## src/scc_consts.vh

```
// Constants for the smart card contact and status register bank.
// Included by the contact and status design file by bare name; definitions only.
`ifndef SCC_CONSTS_VH
`define SCC_CONSTS_VH

// Register indices; byte address is four times the index
`define SCC_IDX_CONTACT 8'hac
`define SCC_IDX_STATUS 8'had
`define SCC_IDX_AUX 8'hb0

// Reset values
`define SCC_RST_CONTACT 8'h00
`define SCC_RST_STATUS 8'h80
`define SCC_RST_AUX 8'h00

// Contact register fields
`define SCC_CON_CLKSEL 7
`define SCC_CON_RSVD 6
`define SCC_CON_C8 5
`define SCC_CON_C4 4
`define SCC_CON_IO 3
`define SCC_CON_CLK 2
`define SCC_CON_RST 1
`define SCC_CON_PWR 0

// Status register fields
`define SCC_ST_TBE 7
`define SCC_ST_PRES 6
`define SCC_ST_OVER 5
`define SCC_ST_VOK 4
`define SCC_ST_WTO 3
`define SCC_ST_SENT 2
`define SCC_ST_RCVD 1
`define SCC_ST_PE 0

// Auxiliary control fields
`define SCC_AUX_UART 3
`define SCC_AUX_REP 1

// Parity error indications on the line before the flag is raised
`define SCC_PE_LIMIT 2'h3

`endif

```

## src/scc_clk_sel.v

```verilog
// Glitch-free selector between the software clock bit and the crystal level.
// Assumes both source levels are already in the i_mclk domain.
`timescale 1ns/100ps

module scc_clk_sel (
   // Clock, reset, enable
   input wire i_mclk,
   input wire i_rst_n,
   input wire i_ce,
   // Sources and select
   input wire i_sel,
   input wire i_soft_clk,
   input wire i_crystal_clock_lvl,
   // Selected clock level
   output reg o_clk
);

localparam ST_RUN = 1'b0;
localparam ST_PARK = 1'b1;

reg state_r;
reg cur_sel_r;
wire cur_src;
wire new_src;

assign cur_src = cur_sel_r ? i_crystal_clock_lvl : i_soft_clk;
assign new_src = i_sel ? i_crystal_clock_lvl : i_soft_clk;

////////////////////////////////////////////////////////////////////////////////
// Park low on the old source, resume on a low phase of the new one
always @(posedge i_mclk) begin
   if (!i_rst_n) begin
      state_r <= ST_RUN;
      cur_sel_r <= 1'b0;
      o_clk <= 1'b0;
   end else if (i_ce) begin
      case (state_r)
         ST_RUN: begin
            if ((i_sel != cur_sel_r) && !cur_src) begin
               state_r <= ST_PARK;
               o_clk <= 1'b0;
            end else begin
               o_clk <= cur_src;
            end
         end
         ST_PARK: begin
            o_clk <= 1'b0;
            cur_sel_r <= i_sel;
            if (!new_src) begin
               state_r <= ST_RUN;
            end
         end
         default: begin
            state_r <= ST_RUN;
            o_clk <= 1'b0;
         end
      endcase
   end
end

endmodule // scc_clk_sel

```

## src/scc_contact_status.v

```verilog
// Smart card contact control and interface status registers, Avalon-MM slave.
// Assumes UART event inputs are on i_mclk; card pins and crystal are asynchronous.
`timescale 1ns/100ps
`include "scc_consts.vh"

module scc_contact_status (
   // Clock, reset, enable
   input wire i_mclk,
   input wire i_rst_n,
   input wire i_ce,
   // Avalon-MM slave
   input wire [9:0] i_avs_address,
   input wire i_avs_read,
   input wire i_avs_write,
   input wire [31:0] i_avs_writedata,
   output reg [31:0] o_avs_readdata,
   output reg o_avs_waitrequest,
   // Card UART events, same clock
   input wire i_tx_load,
   input wire i_txbuf_wr,
   input wire i_tx_done,
   input wire i_rx_done,
   input wire i_rx_buf_rd,
   input wire i_rx_parity_err,
   input wire i_rx_mode,
   input wire i_uart_io_out,
   input wire i_wt_timeout,
   input wire i_wt_reload,
   output reg o_pe_indicate,
   output reg o_uart_sel,
   // Asynchronous analog and detect inputs
   input wire i_card_detect,
   input wire i_icc_over,
   input wire i_vcc_in_range,
   input wire i_crystal_clock_clk,
   // Card pins
   output reg o_card_power,
   output reg o_card_clk,
   output reg o_card_rst,
   output reg o_card_c4,
   output reg o_card_c8,
   input wire i_card_io,
   output reg o_card_io_out,
   output reg o_card_io_oe
);

////////////////////////////////////////////////////////////////////////////////
// Decode helpers

function hit;
   input [9:0] addr;
   input [7:0] idx;
   begin
      hit = (addr[9:2] == idx) && (addr[1:0] == 2'h0);
   end
endfunction

////////////////////////////////////////////////////////////////////////////////
// Input synchronisers

reg [1:0] det_s_r;
reg [1:0] over_s_r;
reg [1:0] vok_s_r;
reg [1:0] crystal_clock_s_r;
reg [1:0] io_s_r;

always @(posedge i_mclk) begin
   if (!i_rst_n) begin
      det_s_r <= 2'h0;
      over_s_r <= 2'h0;
      vok_s_r <= 2'h0;
   end else if (i_ce) begin
      det_s_r <= {det_s_r[0], i_card_detect};
      over_s_r <= {over_s_r[0], i_icc_over};
      vok_s_r <= {vok_s_r[0], i_vcc_in_range};
   end
end

// Crystal level for the card clock selector
always @(posedge i_mclk) begin
   if (!i_rst_n) begin
      crystal_clock_s_r <= 2'h0;
   end else if (i_ce) begin
      crystal_clock_s_r <= {crystal_clock_s_r[0], i_crystal_clock_clk};
   end
end

// Resets low: the line is pulled down while power is off
always @(posedge i_mclk) begin
   if (!i_rst_n) begin
      io_s_r <= 2'h0;
   end else if (i_ce) begin
      io_s_r <= {io_s_r[0], i_card_io};
   end
end

////////////////////////////////////////////////////////////////////////////////
// Bus handshake: one wait state per access

reg [7:0] contact_r;
reg [7:0] aux_r;
reg tbe_r;
reg wto_r;
reg sent_r;
reg rcvd_r;
reg pe_r;
reg [1:0] pe_cnt_r;

wire req;
wire wr_go;
wire wr_contact;
wire wr_status;
wire wr_aux;
wire io_read;
wire [7:0] contact_rd;
wire [7:0] status_rd;
reg [7:0] rd_byte;

assign req = i_avs_read | i_avs_write;
assign wr_go = i_avs_write & ~o_avs_waitrequest;
assign wr_contact = wr_go & hit(i_avs_address, `SCC_IDX_CONTACT);
assign wr_status = wr_go & hit(i_avs_address, `SCC_IDX_STATUS);
assign wr_aux = wr_go & hit(i_avs_address, `SCC_IDX_AUX);

assign io_read = aux_r[`SCC_AUX_UART] ? contact_r[`SCC_CON_IO] : io_s_r[1];
assign contact_rd = {contact_r[`SCC_CON_CLKSEL], 1'b0, contact_r[`SCC_CON_C8],
   contact_r[`SCC_CON_C4], io_read, contact_r[`SCC_CON_CLK],
   contact_r[`SCC_CON_RST], contact_r[`SCC_CON_PWR]};
assign status_rd = {tbe_r, det_s_r[1], over_s_r[1], vok_s_r[1],
   wto_r, sent_r, rcvd_r, pe_r};

always @* begin
   rd_byte = 8'h00;
   if (hit(i_avs_address, `SCC_IDX_CONTACT)) begin
      rd_byte = contact_rd;
   end else if (hit(i_avs_address, `SCC_IDX_STATUS)) begin
      rd_byte = status_rd;
   end else if (hit(i_avs_address, `SCC_IDX_AUX)) begin
      rd_byte = aux_r;
   end
end

always @(posedge i_mclk) begin
   if (!i_rst_n) begin
      o_avs_waitrequest <= 1'b1;
      o_avs_readdata <= 32'h00000000;
   end else if (i_ce) begin
      if (req && o_avs_waitrequest) begin
         o_avs_waitrequest <= 1'b0;
         o_avs_readdata <= {24'h000000, rd_byte};
      end else begin
         o_avs_waitrequest <= 1'b1;
      end
   end
end

////////////////////////////////////////////////////////////////////////////////
// Control registers

always @(posedge i_mclk) begin
   if (!i_rst_n) begin
      contact_r <= `SCC_RST_CONTACT;
      aux_r <= `SCC_RST_AUX;
   end else if (i_ce) begin
      if (wr_contact) begin
         contact_r <= i_avs_writedata[7:0] & 8'hbf;
      end
      if (wr_aux) begin
         aux_r <= i_avs_writedata[7:0] & 8'h0a;
      end
   end
end

////////////////////////////////////////////////////////////////////////////////
// Status flags; a hardware set wins over a clear in the same cycle

wire [7:0] rst_status;
wire clr_sent;
wire clr_pe;
wire pe_repeat;

// Status writes clear sent and parity flags on zero bits
assign rst_status = `SCC_RST_STATUS;
assign clr_sent = wr_status & ~i_avs_writedata[`SCC_ST_SENT];
assign clr_pe = wr_status & ~i_avs_writedata[`SCC_ST_PE];
assign pe_repeat = i_rx_mode & aux_r[`SCC_AUX_REP] & (pe_cnt_r != `SCC_PE_LIMIT);

always @(posedge i_mclk) begin
   if (!i_rst_n) begin
      tbe_r <= rst_status[`SCC_ST_TBE];
      wto_r <= 1'b0;
      sent_r <= 1'b0;
      rcvd_r <= 1'b0;
      pe_r <= 1'b0;
      pe_cnt_r <= 2'h0;
      o_pe_indicate <= 1'b0;
   end else if (i_ce) begin
      if (i_tx_load) begin
         tbe_r <= 1'b1;
      end else if (i_txbuf_wr) begin
         tbe_r <= 1'b0;
      end
      if (i_wt_timeout) begin
         wto_r <= 1'b1;
      end else if (i_wt_reload) begin
         wto_r <= 1'b0;
      end
      if (i_tx_done) begin
         sent_r <= 1'b1;
      end else if (clr_sent) begin
         sent_r <= 1'b0;
      end
      if (i_rx_done) begin
         rcvd_r <= 1'b1;
      end else if (i_rx_buf_rd) begin
         rcvd_r <= 1'b0;
      end
      o_pe_indicate <= 1'b0;
      // Clear first so a same-cycle error still sets the flag
      if (clr_pe) begin
         pe_r <= 1'b0;
      end
      if (i_rx_done && i_rx_parity_err) begin
         if (pe_repeat) begin
            pe_cnt_r <= pe_cnt_r + 2'h1;
            o_pe_indicate <= 1'b1;
         end else begin
            pe_cnt_r <= 2'h0;
            pe_r <= 1'b1;
         end
      end else if (i_rx_done) begin
         pe_cnt_r <= 2'h0;
      end
   end
end

////////////////////////////////////////////////////////////////////////////////
// Card clock source selection

wire sel_clk;

scc_clk_sel u_clk_sel (
   .i_mclk(i_mclk),
   .i_rst_n(i_rst_n),
   .i_ce(i_ce),
   .i_sel(contact_r[`SCC_CON_CLKSEL]),
   .i_soft_clk(contact_r[`SCC_CON_CLK]),
   .i_crystal_clock_lvl(crystal_clock_s_r[1]),
   .o_clk(sel_clk)
);

////////////////////////////////////////////////////////////////////////////////
// Card pins, all gated by the power bit

wire pwr;
wire io_src;

assign pwr = contact_r[`SCC_CON_PWR];
assign io_src = aux_r[`SCC_AUX_UART] ? i_uart_io_out : contact_r[`SCC_CON_IO];

always @(posedge i_mclk) begin
   if (!i_rst_n) begin
      o_card_power <= 1'b0;
      o_card_clk <= 1'b0;
      o_card_rst <= 1'b0;
      o_card_c4 <= 1'b0;
      o_card_c8 <= 1'b0;
      o_card_io_out <= 1'b0;
      o_card_io_oe <= 1'b1;
      o_uart_sel <= 1'b0;
   end else if (i_ce) begin
      o_uart_sel <= aux_r[`SCC_AUX_UART];
      o_card_power <= pwr;
      o_card_clk <= pwr & sel_clk;
      o_card_rst <= pwr & contact_r[`SCC_CON_RST];
      o_card_c4 <= pwr & contact_r[`SCC_CON_C4];
      o_card_c8 <= pwr & contact_r[`SCC_CON_C8];
      // Open drain: the pin is only ever pulled low
      o_card_io_out <= 1'b0;
      o_card_io_oe <= ~(pwr & io_src);
   end
end

endmodule // scc_contact_status

```

## config.mk

```make
export PLATFORM = sky130hd
export DESIGN_NAME = scc_contact_status
export DESIGN_NICKNAME = d
export VERILOG_FILES = /design/src/scc_clk_sel.v /design/src/scc_contact_status.v
export VERILOG_INCLUDE_DIRS = /design/src /design/src/src
export SDC_FILE = /design/constraint.sdc
export NUM_CORES = 1
export LEC_CHECK = 0
export BUFFER_PORTS_ARGS = -buffer_cell sky130_fd_sc_hd__buf_4
export CORE_ASPECT_RATIO = 1.25
export CORE_MARGIN = 2
export CORE_UTILIZATION = 49
export DETAILED_ROUTE_END_ITERATION = 12
export GPL_TIMING_DRIVEN = 0
export HOLD_SLACK_MARGIN = 0.03
export PLACE_DENSITY = 0.92
export SYNTH_ARGS = -nofsm -noshare
export SYNTH_HDL_FRONTEND = slang
export SYNTH_SLANG_ARGS = --single-unit
```

## constraint.sdc

```tcl
create_clock -name i_mclk -period 4.1 [get_ports i_mclk]
set_input_delay 0.205 -clock i_mclk [delete_from_list [all_inputs] [get_ports i_mclk]]
set_output_delay 0.205 -clock i_mclk [all_outputs]
set_load 0.005 [all_outputs]
```

== Yosys cells after proc, flatten, opt, wreduce, memory -nomap -nowiden ==
Index checks and enable logic that the tools add are counted.

* Register bits: 46
* Input bits: 62
* Logic and storage cells: 102

* Add/sub/neg operators: 1
* Eq/ne operators: 5
* Mux-type cells: 29
* Bitwise gates (word level): 19
* Reductions and logical operators: 22

{| class="wikitable"
|+ Operators with widths
! kind !! number
|-
| 8-bit == test (second input constant) || 3
|-
| 1-bit 2-to-1 mux || 21
|-
| 2-bit AND reduction || 9
|-
| 8-bit 2-to-1 mux || 2
|-
| 1-bit AND || 13
|-
| 2-bit nonzero test || 5
|-
| 1-bit logical AND || 6
|-
| 2-bit 2-to-1 mux || 3
|-
| 1-bit inverter || 5
|-
| 4-bit 2-to-1 mux || 1
|-
| 1-bit one-hot mux with 2 select lines || 2
|-
| 2-bit by 1-bit adder with 2-bit output (second input constant) || 1
|-
| 2-bit zero test || 1
|-
| 2-bit != test (second input constant) || 1
|-
| 1-bit zero test || 1
|-
| 1-bit != test || 1
|-
| 1-bit OR || 1
|}

== Logic depth before layout (Yosys ltp) ==
Gate-level depths: netlist (run 1).

* Depth in word-level cells: 7
* Mapped depth: 6
* Mapped depth without buffers: 5

== Modules after synthesis ==
Synthesis (run 1) repeated with hierarchy kept, for this count alone.

* Cells, all modules: 240
* Area, all modules: 2197.1 µm²

{| class="wikitable"
|+ Modules (own cells, without submodules)
! module !! instances !! cells an instance !! area an instance (µm²) !! seq. area each (µm²)
|-
| scc_contact_status || 1 || 223 || 2040.7 || 860.8
|-
| scc_clk_sel || 1 || 17 || 156.4 || 60.1
|}

== Least setup slack after synthesis (run 1) ==
Ideal clock, no wire load.

* Path kind: in2reg
* Start point: input port i_avs_address[1]
* End point: register pe_r
* Arrival: 1.417 ns
* Data required time: 3.968 ns
* Path slack: 2.551 ns
* Cell stages on the path: 5
* Cell sequence: or3_4 -> buf_6 -> or4_4 -> o21ai_1 -> a21oi_1

* Word-level cells in the longest chain between the ends: 7

{| class="wikitable"
|+ RTL lines
! element !! RTL line !! text
|-
| start, declared || scc_contact_status.v:12 || <nowiki>input wire [9:0] i_avs_address,</nowiki>
|-
| 2-bit zero test * || scc_contact_status.v:54 || <nowiki>hit = (addr[9:2] == idx) && (addr[1:0] == 2'h0);</nowiki>
|-
| 1-bit logical AND * || scc_contact_status.v:54 ||
|-
| 1-bit AND * || scc_contact_status.v:122 || <nowiki>assign wr_status = wr_go & hit(i_avs_address, `SCC_IDX_STATUS);</nowiki>
|-
| 1-bit AND * || scc_contact_status.v:185 || <nowiki>assign clr_pe = wr_status & ~i_avs_writedata[`SCC_ST_PE];</nowiki>
|-
| 1-bit 2-to-1 mux * || scc_contact_status.v:220 || <nowiki>if (clr_pe) begin</nowiki>
|-
| 1-bit 2-to-1 mux || scc_contact_status.v:224 || <nowiki>if (pe_repeat) begin</nowiki>
|-
| 1-bit 2-to-1 mux * || scc_contact_status.v:223 || <nowiki>if (i_rx_done && i_rx_parity_err) begin</nowiki>
|-
| end signal, assigned || scc_contact_status.v:194 || <nowiki>pe_r <= 1'b0;</nowiki>
|-
| end signal, assigned || scc_contact_status.v:221 || <nowiki>pe_r <= 1'b0;</nowiki>
|-
| end signal, assigned || scc_contact_status.v:229 || <nowiki>pe_r <= 1'b1;</nowiki>
|-
| end, declared || scc_contact_status.v:106 || <nowiki>reg pe_r;</nowiki>
|}

Mark *: on every way between the ends. The rest lies on a longest branch, timed or not.
A chain may end at the register's enable or synchronous reset.

== Final worst setup path (run 1) ==
* Start point: register o_avs_waitrequest
* End point: register contact_r[5]

* Word-level cells in the longest chain between the ends: 4

{| class="wikitable"
|+ RTL lines
! element !! RTL line !! text
|-
| start, declared || scc_contact_status.v:17 || <nowiki>output reg o_avs_waitrequest,</nowiki>
|-
| start signal, assigned || scc_contact_status.v:145 || <nowiki>o_avs_waitrequest <= 1'b1;</nowiki>
|-
| start signal, assigned || scc_contact_status.v:149 || <nowiki>o_avs_waitrequest <= 1'b0;</nowiki>
|-
| start signal, assigned || scc_contact_status.v:152 || <nowiki>o_avs_waitrequest <= 1'b1;</nowiki>
|-
| 1-bit inverter || scc_contact_status.v:120 || <nowiki>assign wr_go = i_avs_write & ~o_avs_waitrequest;</nowiki>
|-
| 1-bit AND || scc_contact_status.v:120 ||
|-
| 1-bit AND || scc_contact_status.v:121 || <nowiki>assign wr_contact = wr_go & hit(i_avs_address, `SCC_IDX_CONTACT);</nowiki>
|-
| 2-bit AND reduction (no line) || -- ||
|-
| end signal, assigned || scc_contact_status.v:162 || <nowiki>contact_r <= `SCC_RST_CONTACT;</nowiki>
|-
| end signal, assigned || scc_contact_status.v:166 || <nowiki>contact_r <= i_avs_writedata[7:0] & 8'hbf;</nowiki>
|-
| end, declared || scc_contact_status.v:100 || <nowiki>reg [7:0] contact_r;</nowiki>
|}

No other way between the ends.

==> flow_summary.toml, run 1 <==
[status]
status = "complete, no violations"

[sta]
finalMaxSlewViolations = 0
hold_viol = 0
period_minus_slack_ps = 1730
fin_tns_setup_ps = 0
tightestPinTransition_ps = 606
skew_ps = 5.50
slew-limit-headroom_pct = 59.6
setup_viol = 0
rsz0062_at_grt = "no"
finalCritPeriodShare_pct = 42.2
timing.fmax_ghz = 0.577
worst_slack_ps = 2370

[clock_tree]
cts_resized = 0
ctsHoldBuffers = 0
htree_num_levels = 2
cts-root-buf = "clkbuf_8"
cts.path.max_buffers = 2
numCtsBuffers = 5
post_cts_buffers = 0
insertion_delay_ps = 300
cts_tree = "yes"
cts_sinks = 46
clk_pin_slew_worst_paths_ps = 80

[pwr]
vdd_drop_max_v = 0.000274
power_density_nw_per_um2 = 297
leakagePower_nw = 1.24

[layout]
regArea_um2 = 921
final_cell_mix = "buf_4, dfxtp_1, conb_1"
fin_area_um2 = 2770
syn2layout_area_growth_pct = 29.2
multi_input_area_um2 = 1050
layout_commonest_cell = "buf_4"
drive_above_1_share_pct = 27.9
final_nets = 389
antenna_cells = 0
n_fill_cell = 361

[routing]
drc = 0
ant_nets = 0
drt_first_pass_iters = 4
via_count = 1935
drtIter0Drc = 82
via_per_inst = 5.07
routed_wl_mm = 5.03
wl_per_cell_um = 13.2

[setup_path]
reg2reg_from = "o_avs_waitrequest"
worstRegToRegCells = 5
rr_endpoint = "contact_r[5]"
critPathKind = "reg -> reg"
start_kind = "flip-flop"
cp-end-kind = "flip-flop"
crit_path_end = "contact_r[5]"
crit_start = "o_avs_waitrequest"
crit_required_ps = 4320
r2r_setup_slack_ps = 2370
worstPathArrival_ps = 1950
crit_fanout = 10

[floorplanning]
dieArea_um2 = 4930
num_io_pins = 104
start_util_pct = 51.5
fp.dieH_um = 78.0
row_count = 26
die_x_um = 63.2
coreArea_um2 = 4160

[logic_synthesis]
yosys-top-cells-area = "dfxtp_1, mux2i_1, buf_4, nand2_1, nor2_1"
synthCells = 243
synth_area_um2 = 2150
synth_edf_count = 0
synth_ff_type = "dfxtp_1"
synth_top_area_cell = "dfxtp_1"
ys_types = 40
synthArstFlopShare_pct = 0
ys_seq_area_share_pct = 42.9
synth_top_cell_area_share_pct = 42.9
ys_ff_latch = 46
avgSynthCellArea_um2 = 8.83
ys_warn_count = 0

[global_routing]
grt_max_degree = 13
grt.total_usage_pct = 21.6
grt_pass1_wl_mm = 8.33
antenna_found_initial = 0
grt_pass1_vias = 1845
gr-total-overflow = 0

[worst_hold_path]
min_path_type = "in -> reg"

[placed_design]
pre_cts_slack_ps = 2320
io_buffers = 52
placed_area_um2 = 2700
hpwlAfterDp_mm = 3.80
routabilityCongestion = 0.904

[run]
drv_cap = 0
## sequential cells by signal, indices dropped and copies added, names as in the netlist, 2 cells and up
register / count
aux_r: 2
det_s_r: 2
io_s_r: 2
o_avs_readdata: 8
over_s_r: 2
pe_cnt_r: 2
vok_s_r: 2
contact_r: 7
crystal_clock_s_r: 2
## per-stage QoR
step / cells / hold WS [ps] / utilization [%] / total power, W
final: 382 / 137 / 66.6 / 0.000823
after global routing: 382 / 139 / 66.6 / 0.000857
after CTS: 382 / 127 / 66.6 / 0.000828
after detailed placement: 375 / 440 / 64.8 / 0.000572
after global placement: 375 / 423 / 64.8 / 0.000570
after floorplan: 267 / 335 / - / 0.000530
## cell usage after synthesis, types with 2 or more instances
cell and count:
buf_1 2, nor4_4 2, a22oi_1 2, nor2_1 24
nor2b_1 2, a21oi_1 14, nor3_1 4, clkbuf_1 6
nand3_1 15, mux2i_1 21, inv_1 5, a211oi_1 2
o21ai_1 2, nand3b_1 4, dfxtp_1 46, nand2_1 24
buf_4 26, nand2b_1 6, buf_2 2, o21ai_0 13
nor4_1 2
## power breakdown
| group | switching [W] | internal [W] |
|---|---|---|
| combinational | 0.0000488 | 0.0000545 |
| clock | 0.000142 | 0.000118 |
| sequential | 0.00000552 | 0.000455 |
## cells by family after synthesis
logic type | share of synthesized area [%]
AOI/OAI and AO/OA | 11.3
xor gates and xnor gates | 0.408
adders and majority gates | 0.583
buffers and inverters | 12.4
DFF | 42.9
muxes | 9.80
other | 0.175
and+or+nand+nor | 22.4
## worst max-delay path, cell delays in order (launching register included)
cell and delay [ps]:
dfxtp_1 390, or4bb_1 560, nor4_4 300, buf_4 240, nand3_1 80, o21ai_0 80
## area by class of cell
| cell class | instances | share of cell area (%) |
|---|---|---|
| multi-input cells | 179 | 37.9 |
| clock buffers | 7 | 2.75 |
| repair buffers | 52 | 14.1 |
| flip-flops and latches | 46 | 33.2 |
| plain buffers | 37 | 8.89 |
| inverters | 5 | 0.677 |
| well taps | 56 | 2.53 |
## routing by layer
metal | global-route usage (%) | wire length [µm]
met5 | 0 | 0
met4 | 8.48 | 148
met3 | 6.09 | 451
met2 | 37.8 | 2520
met1 | 24.7 | 1920
## worst min path at each step
| stage | start | end | slack, ps | depth (start not counted) |
|---|---|---|---|---|
| floorplan | i_avs_writedata[0] | contact_r[0] | 340 | 2 |
| global placement | i_avs_writedata[5] | contact_r[5] | 420 | 3 |
| detailed placement | i_avs_writedata[4] | contact_r[4] | 440 | 3 |
| CTS | i_avs_writedata[4] | contact_r[4] | 130 | 3 |
| global route | i_tx_load | tbe_r | 140 | 2 |
| finish | i_avs_writedata[1] | contact_r[1] | 140 | 3 |
(Power assumes the default switching activity.)
==> run 2, diff against run 1 <==
--- a/config.mk
+++ b/config.mk
@@ -9,11 +9,11 @@
 export BUFFER_PORTS_ARGS = -buffer_cell sky130_fd_sc_hd__buf_4
 export CORE_ASPECT_RATIO = 1.25
 export CORE_MARGIN = 2
-export CORE_UTILIZATION = 49
+export CORE_UTILIZATION = 41
 export DETAILED_ROUTE_END_ITERATION = 12
 export GPL_TIMING_DRIVEN = 0
 export HOLD_SLACK_MARGIN = 0.03
-export PLACE_DENSITY = 0.92
+export PLACE_DENSITY = 0.83
 export SYNTH_ARGS = -nofsm -noshare
 export SYNTH_HDL_FRONTEND = slang
 export SYNTH_SLANG_ARGS = --single-unit
==> constraint.sdc (replaced) <==
create_clock -name i_mclk -period 1.4 [get_ports i_mclk]
set_input_delay 0.07 -clock i_mclk [delete_from_list [all_inputs] [get_ports i_mclk]]
set_output_delay 0.07 -clock i_mclk [all_outputs]
set_load 0.005 [all_outputs]
==> run 2 against run 1 <==
Compared with the run above: the flow now finishes with violations (negative setup slack); sequential power grew to 2.9 times the previous value; register-to-register slack lost 2500 ps; routed wire length grew 2.8%; clock skew grew 2.5 ps; sequential cell count unchanged; worst setup slack worse by 2500 ps; die area is 18% higher; critical path type unchanged.
==> flow_summary.toml, run 2 (synthesis results as in run 1) <==
[layout]
largest_register_ffs = 8
n_fill_cell = 473
layout.cells.non_filler = 405
fin_area_um2 = 3000
final_core_util_pct = 59.1
syn2layout_area_growth_pct = 39.9
multi_input_area_um2 = 1100
antenna_cells = 0
drive_above_1_share_pct = 31.8
layout_commonest_cell = "buf_4"
final_cell_mix = "buf_4, dfxtp_1, conb_1"
top_regs = "o_avs_readdata: 8 flops, contact_r: 7 flops"
final_nets = 405
regArea_um2 = 925
regMostFlops = "o_avs_readdata"

[floorplanning]
coreArea_um2 = 5080
row_count = 29
fp.dieH_um = 84.9
start_util_pct = 42.2
die_x_um = 68.7
dieArea_um2 = 5830
num_io_pins = 104

[setup_path]
cp-end-kind = "flip-flop"
critPathKind = "reg -> reg"
rr_endpoint = "contact_r[5]"
worstPathArrival_ps = 1760
start_kind = "flip-flop"
reg2reg_from = "o_avs_waitrequest"
crit_required_ps = 1620
worstRegToRegCells = 5
crit_fanout = 5
r2r_setup_slack_ps = -130

[clock_tree]
clk_pin_slew_worst_paths_ps = 80
cts-root-buf = "clkbuf_8"
cts_sinks = 46
insertion_delay_ps = 290
htree_num_levels = 2
cts_tree = "yes"
numCtsBuffers = 5
cts.path.max_buffers = 2

[status]
status = "finished, violations left"
violations = "negative setup slack"

[global_routing]
gr-total-overflow = 0
grt_pass1_vias = 1762
top_usage_layer = "met2"
grt_use_met1_pct = 23.8
met3_usage_pct = 4.24
grt.total_usage_pct = 18.2
antenna_found_initial = 0
grt_pass1_wl_mm = 8.13
grt_max_degree = 14
grt_use_met2_pct = 29.6

[sta]
slew-limit-headroom_pct = 61.6
tightestPinTransition_ps = 577
timing.fmax_ghz = 0.653
setup_viol = 9
period_minus_slack_ps = 1530
finalMaxSlewViolations = 0
hold_viol = 0
finalCritPeriodShare_pct = 109
worst_slack_ps = -132
rsz0062_at_grt = "yes"
skew_ps = 7.98

[routing]
drt_first_pass_iters = 4
drc = 0
ant_nets = 0
drtIter0Drc = 102
via_per_inst = 4.86
wl_per_cell_um = 12.8
routed_wl_mm = 5.18
via_count = 1968

[placed_design]
placed_area_um2 = 2710
hpwlAfterDp_mm = 3.80
routabilityCongestion = 0.852
io_buffers = 52
pre_cts_slack_ps = -270
placed_cells = 381

[worst_hold_path]
hold_end = "sent_r"
whs_path_depth = 3
hp-start = "i_tx_done"
min_path_type = "in -> reg"

[pwr]
power_density_nw_per_um2 = 839
vdd_drop_max_v = 0.000480
leakagePower_nw = 1.33

[run]
drv_cap = 0
run 2: cell count changes in the layout (fill, tap and decap cells not counted), moves of 2 or more:
cell,delta
buf_4,+3
o21ai_1,+3
o21ai_0,-7
nand3_1,-6
clkbuf_1,-2
nand3_2,+6
dlygate4sd3_1,+13
o21ai_2,+4
run 2: metrics by stage:
stage / hold WS (ps) / total power (W) / TNS [ps]
after floorplan: 200 / 0.00155 / -554
after global placement: 289 / 0.00167 / -4210
after detailed placement: 303 / 0.00168 / -4340
after CTS: 31.2 / 0.00252 / -1760
after global routing: 36.3 / 0.00262 / -1290
final: 37.7 / 0.00252 / -920
run 2: power breakdown:
group          internal, W  leakage [nW]  switching, W
clock network     0.000399        0.0482      0.000429
logic             0.000187         0.910      0.000157
registers          0.00133         0.373     0.0000144
run 2: critical path: stages (launching register included):
cell and delay [ps]:
dfxtp_4 350, or4bb_4 520, nor4_4 220, buf_4 220, nand3_2 60, o21ai_1 80
run 2: cell type report:
type | count | share of cell area [%]
Buffer | 37 | 8.25
Clock buffer | 7 | 2.88
Clock inverter | 1 | 0.167
Inverter | 5 | 0.625
Multi-Input combinational cell | 179 | 36.6
Sequential cell | 46 | 30.8
Tap cell | 62 | 2.58
Timing Repair Buffer | 68 | 18.1
run 2: how the worst max path moves through the flow:
stage	startpoint	endpoint	slack, ps	cells past startpoint
global route	o_avs_waitrequest	contact_r[7]	-170	5
CTS	o_avs_waitrequest	contact_r[2]	-250	4
detailed placement	i_avs_address[2]	pe_r	-270	6
global placement	i_ce	pe_cnt_r[1]	-290	6
floorplan	o_avs_waitrequest	contact_r[3]	-80	5
finish	o_avs_waitrequest	contact_r[5]	-130	5
run 2: what timing repair did:
item | CTS | global route
resized for setup | 11 | 12
endpoints found under the setup margin | 9 | 11
hold endpoints to repair | 13 | 0
cloned | 1 | 0
setup buffers | 3 | 0
hold buffers | 13 | 0
pin swaps | 8 | 2
run 2: layer usage:
metal | vias to the layer above | part of all wire, % | wire (µm)
met2 | 66 | 51 | 2630
met3 | 5 | 6.5 | 336
li1 | 990 | - | -
met5 | - | 0 | 0
met4 | 0 | 0.85 | 44
met1 | 907 | 42 | 2170
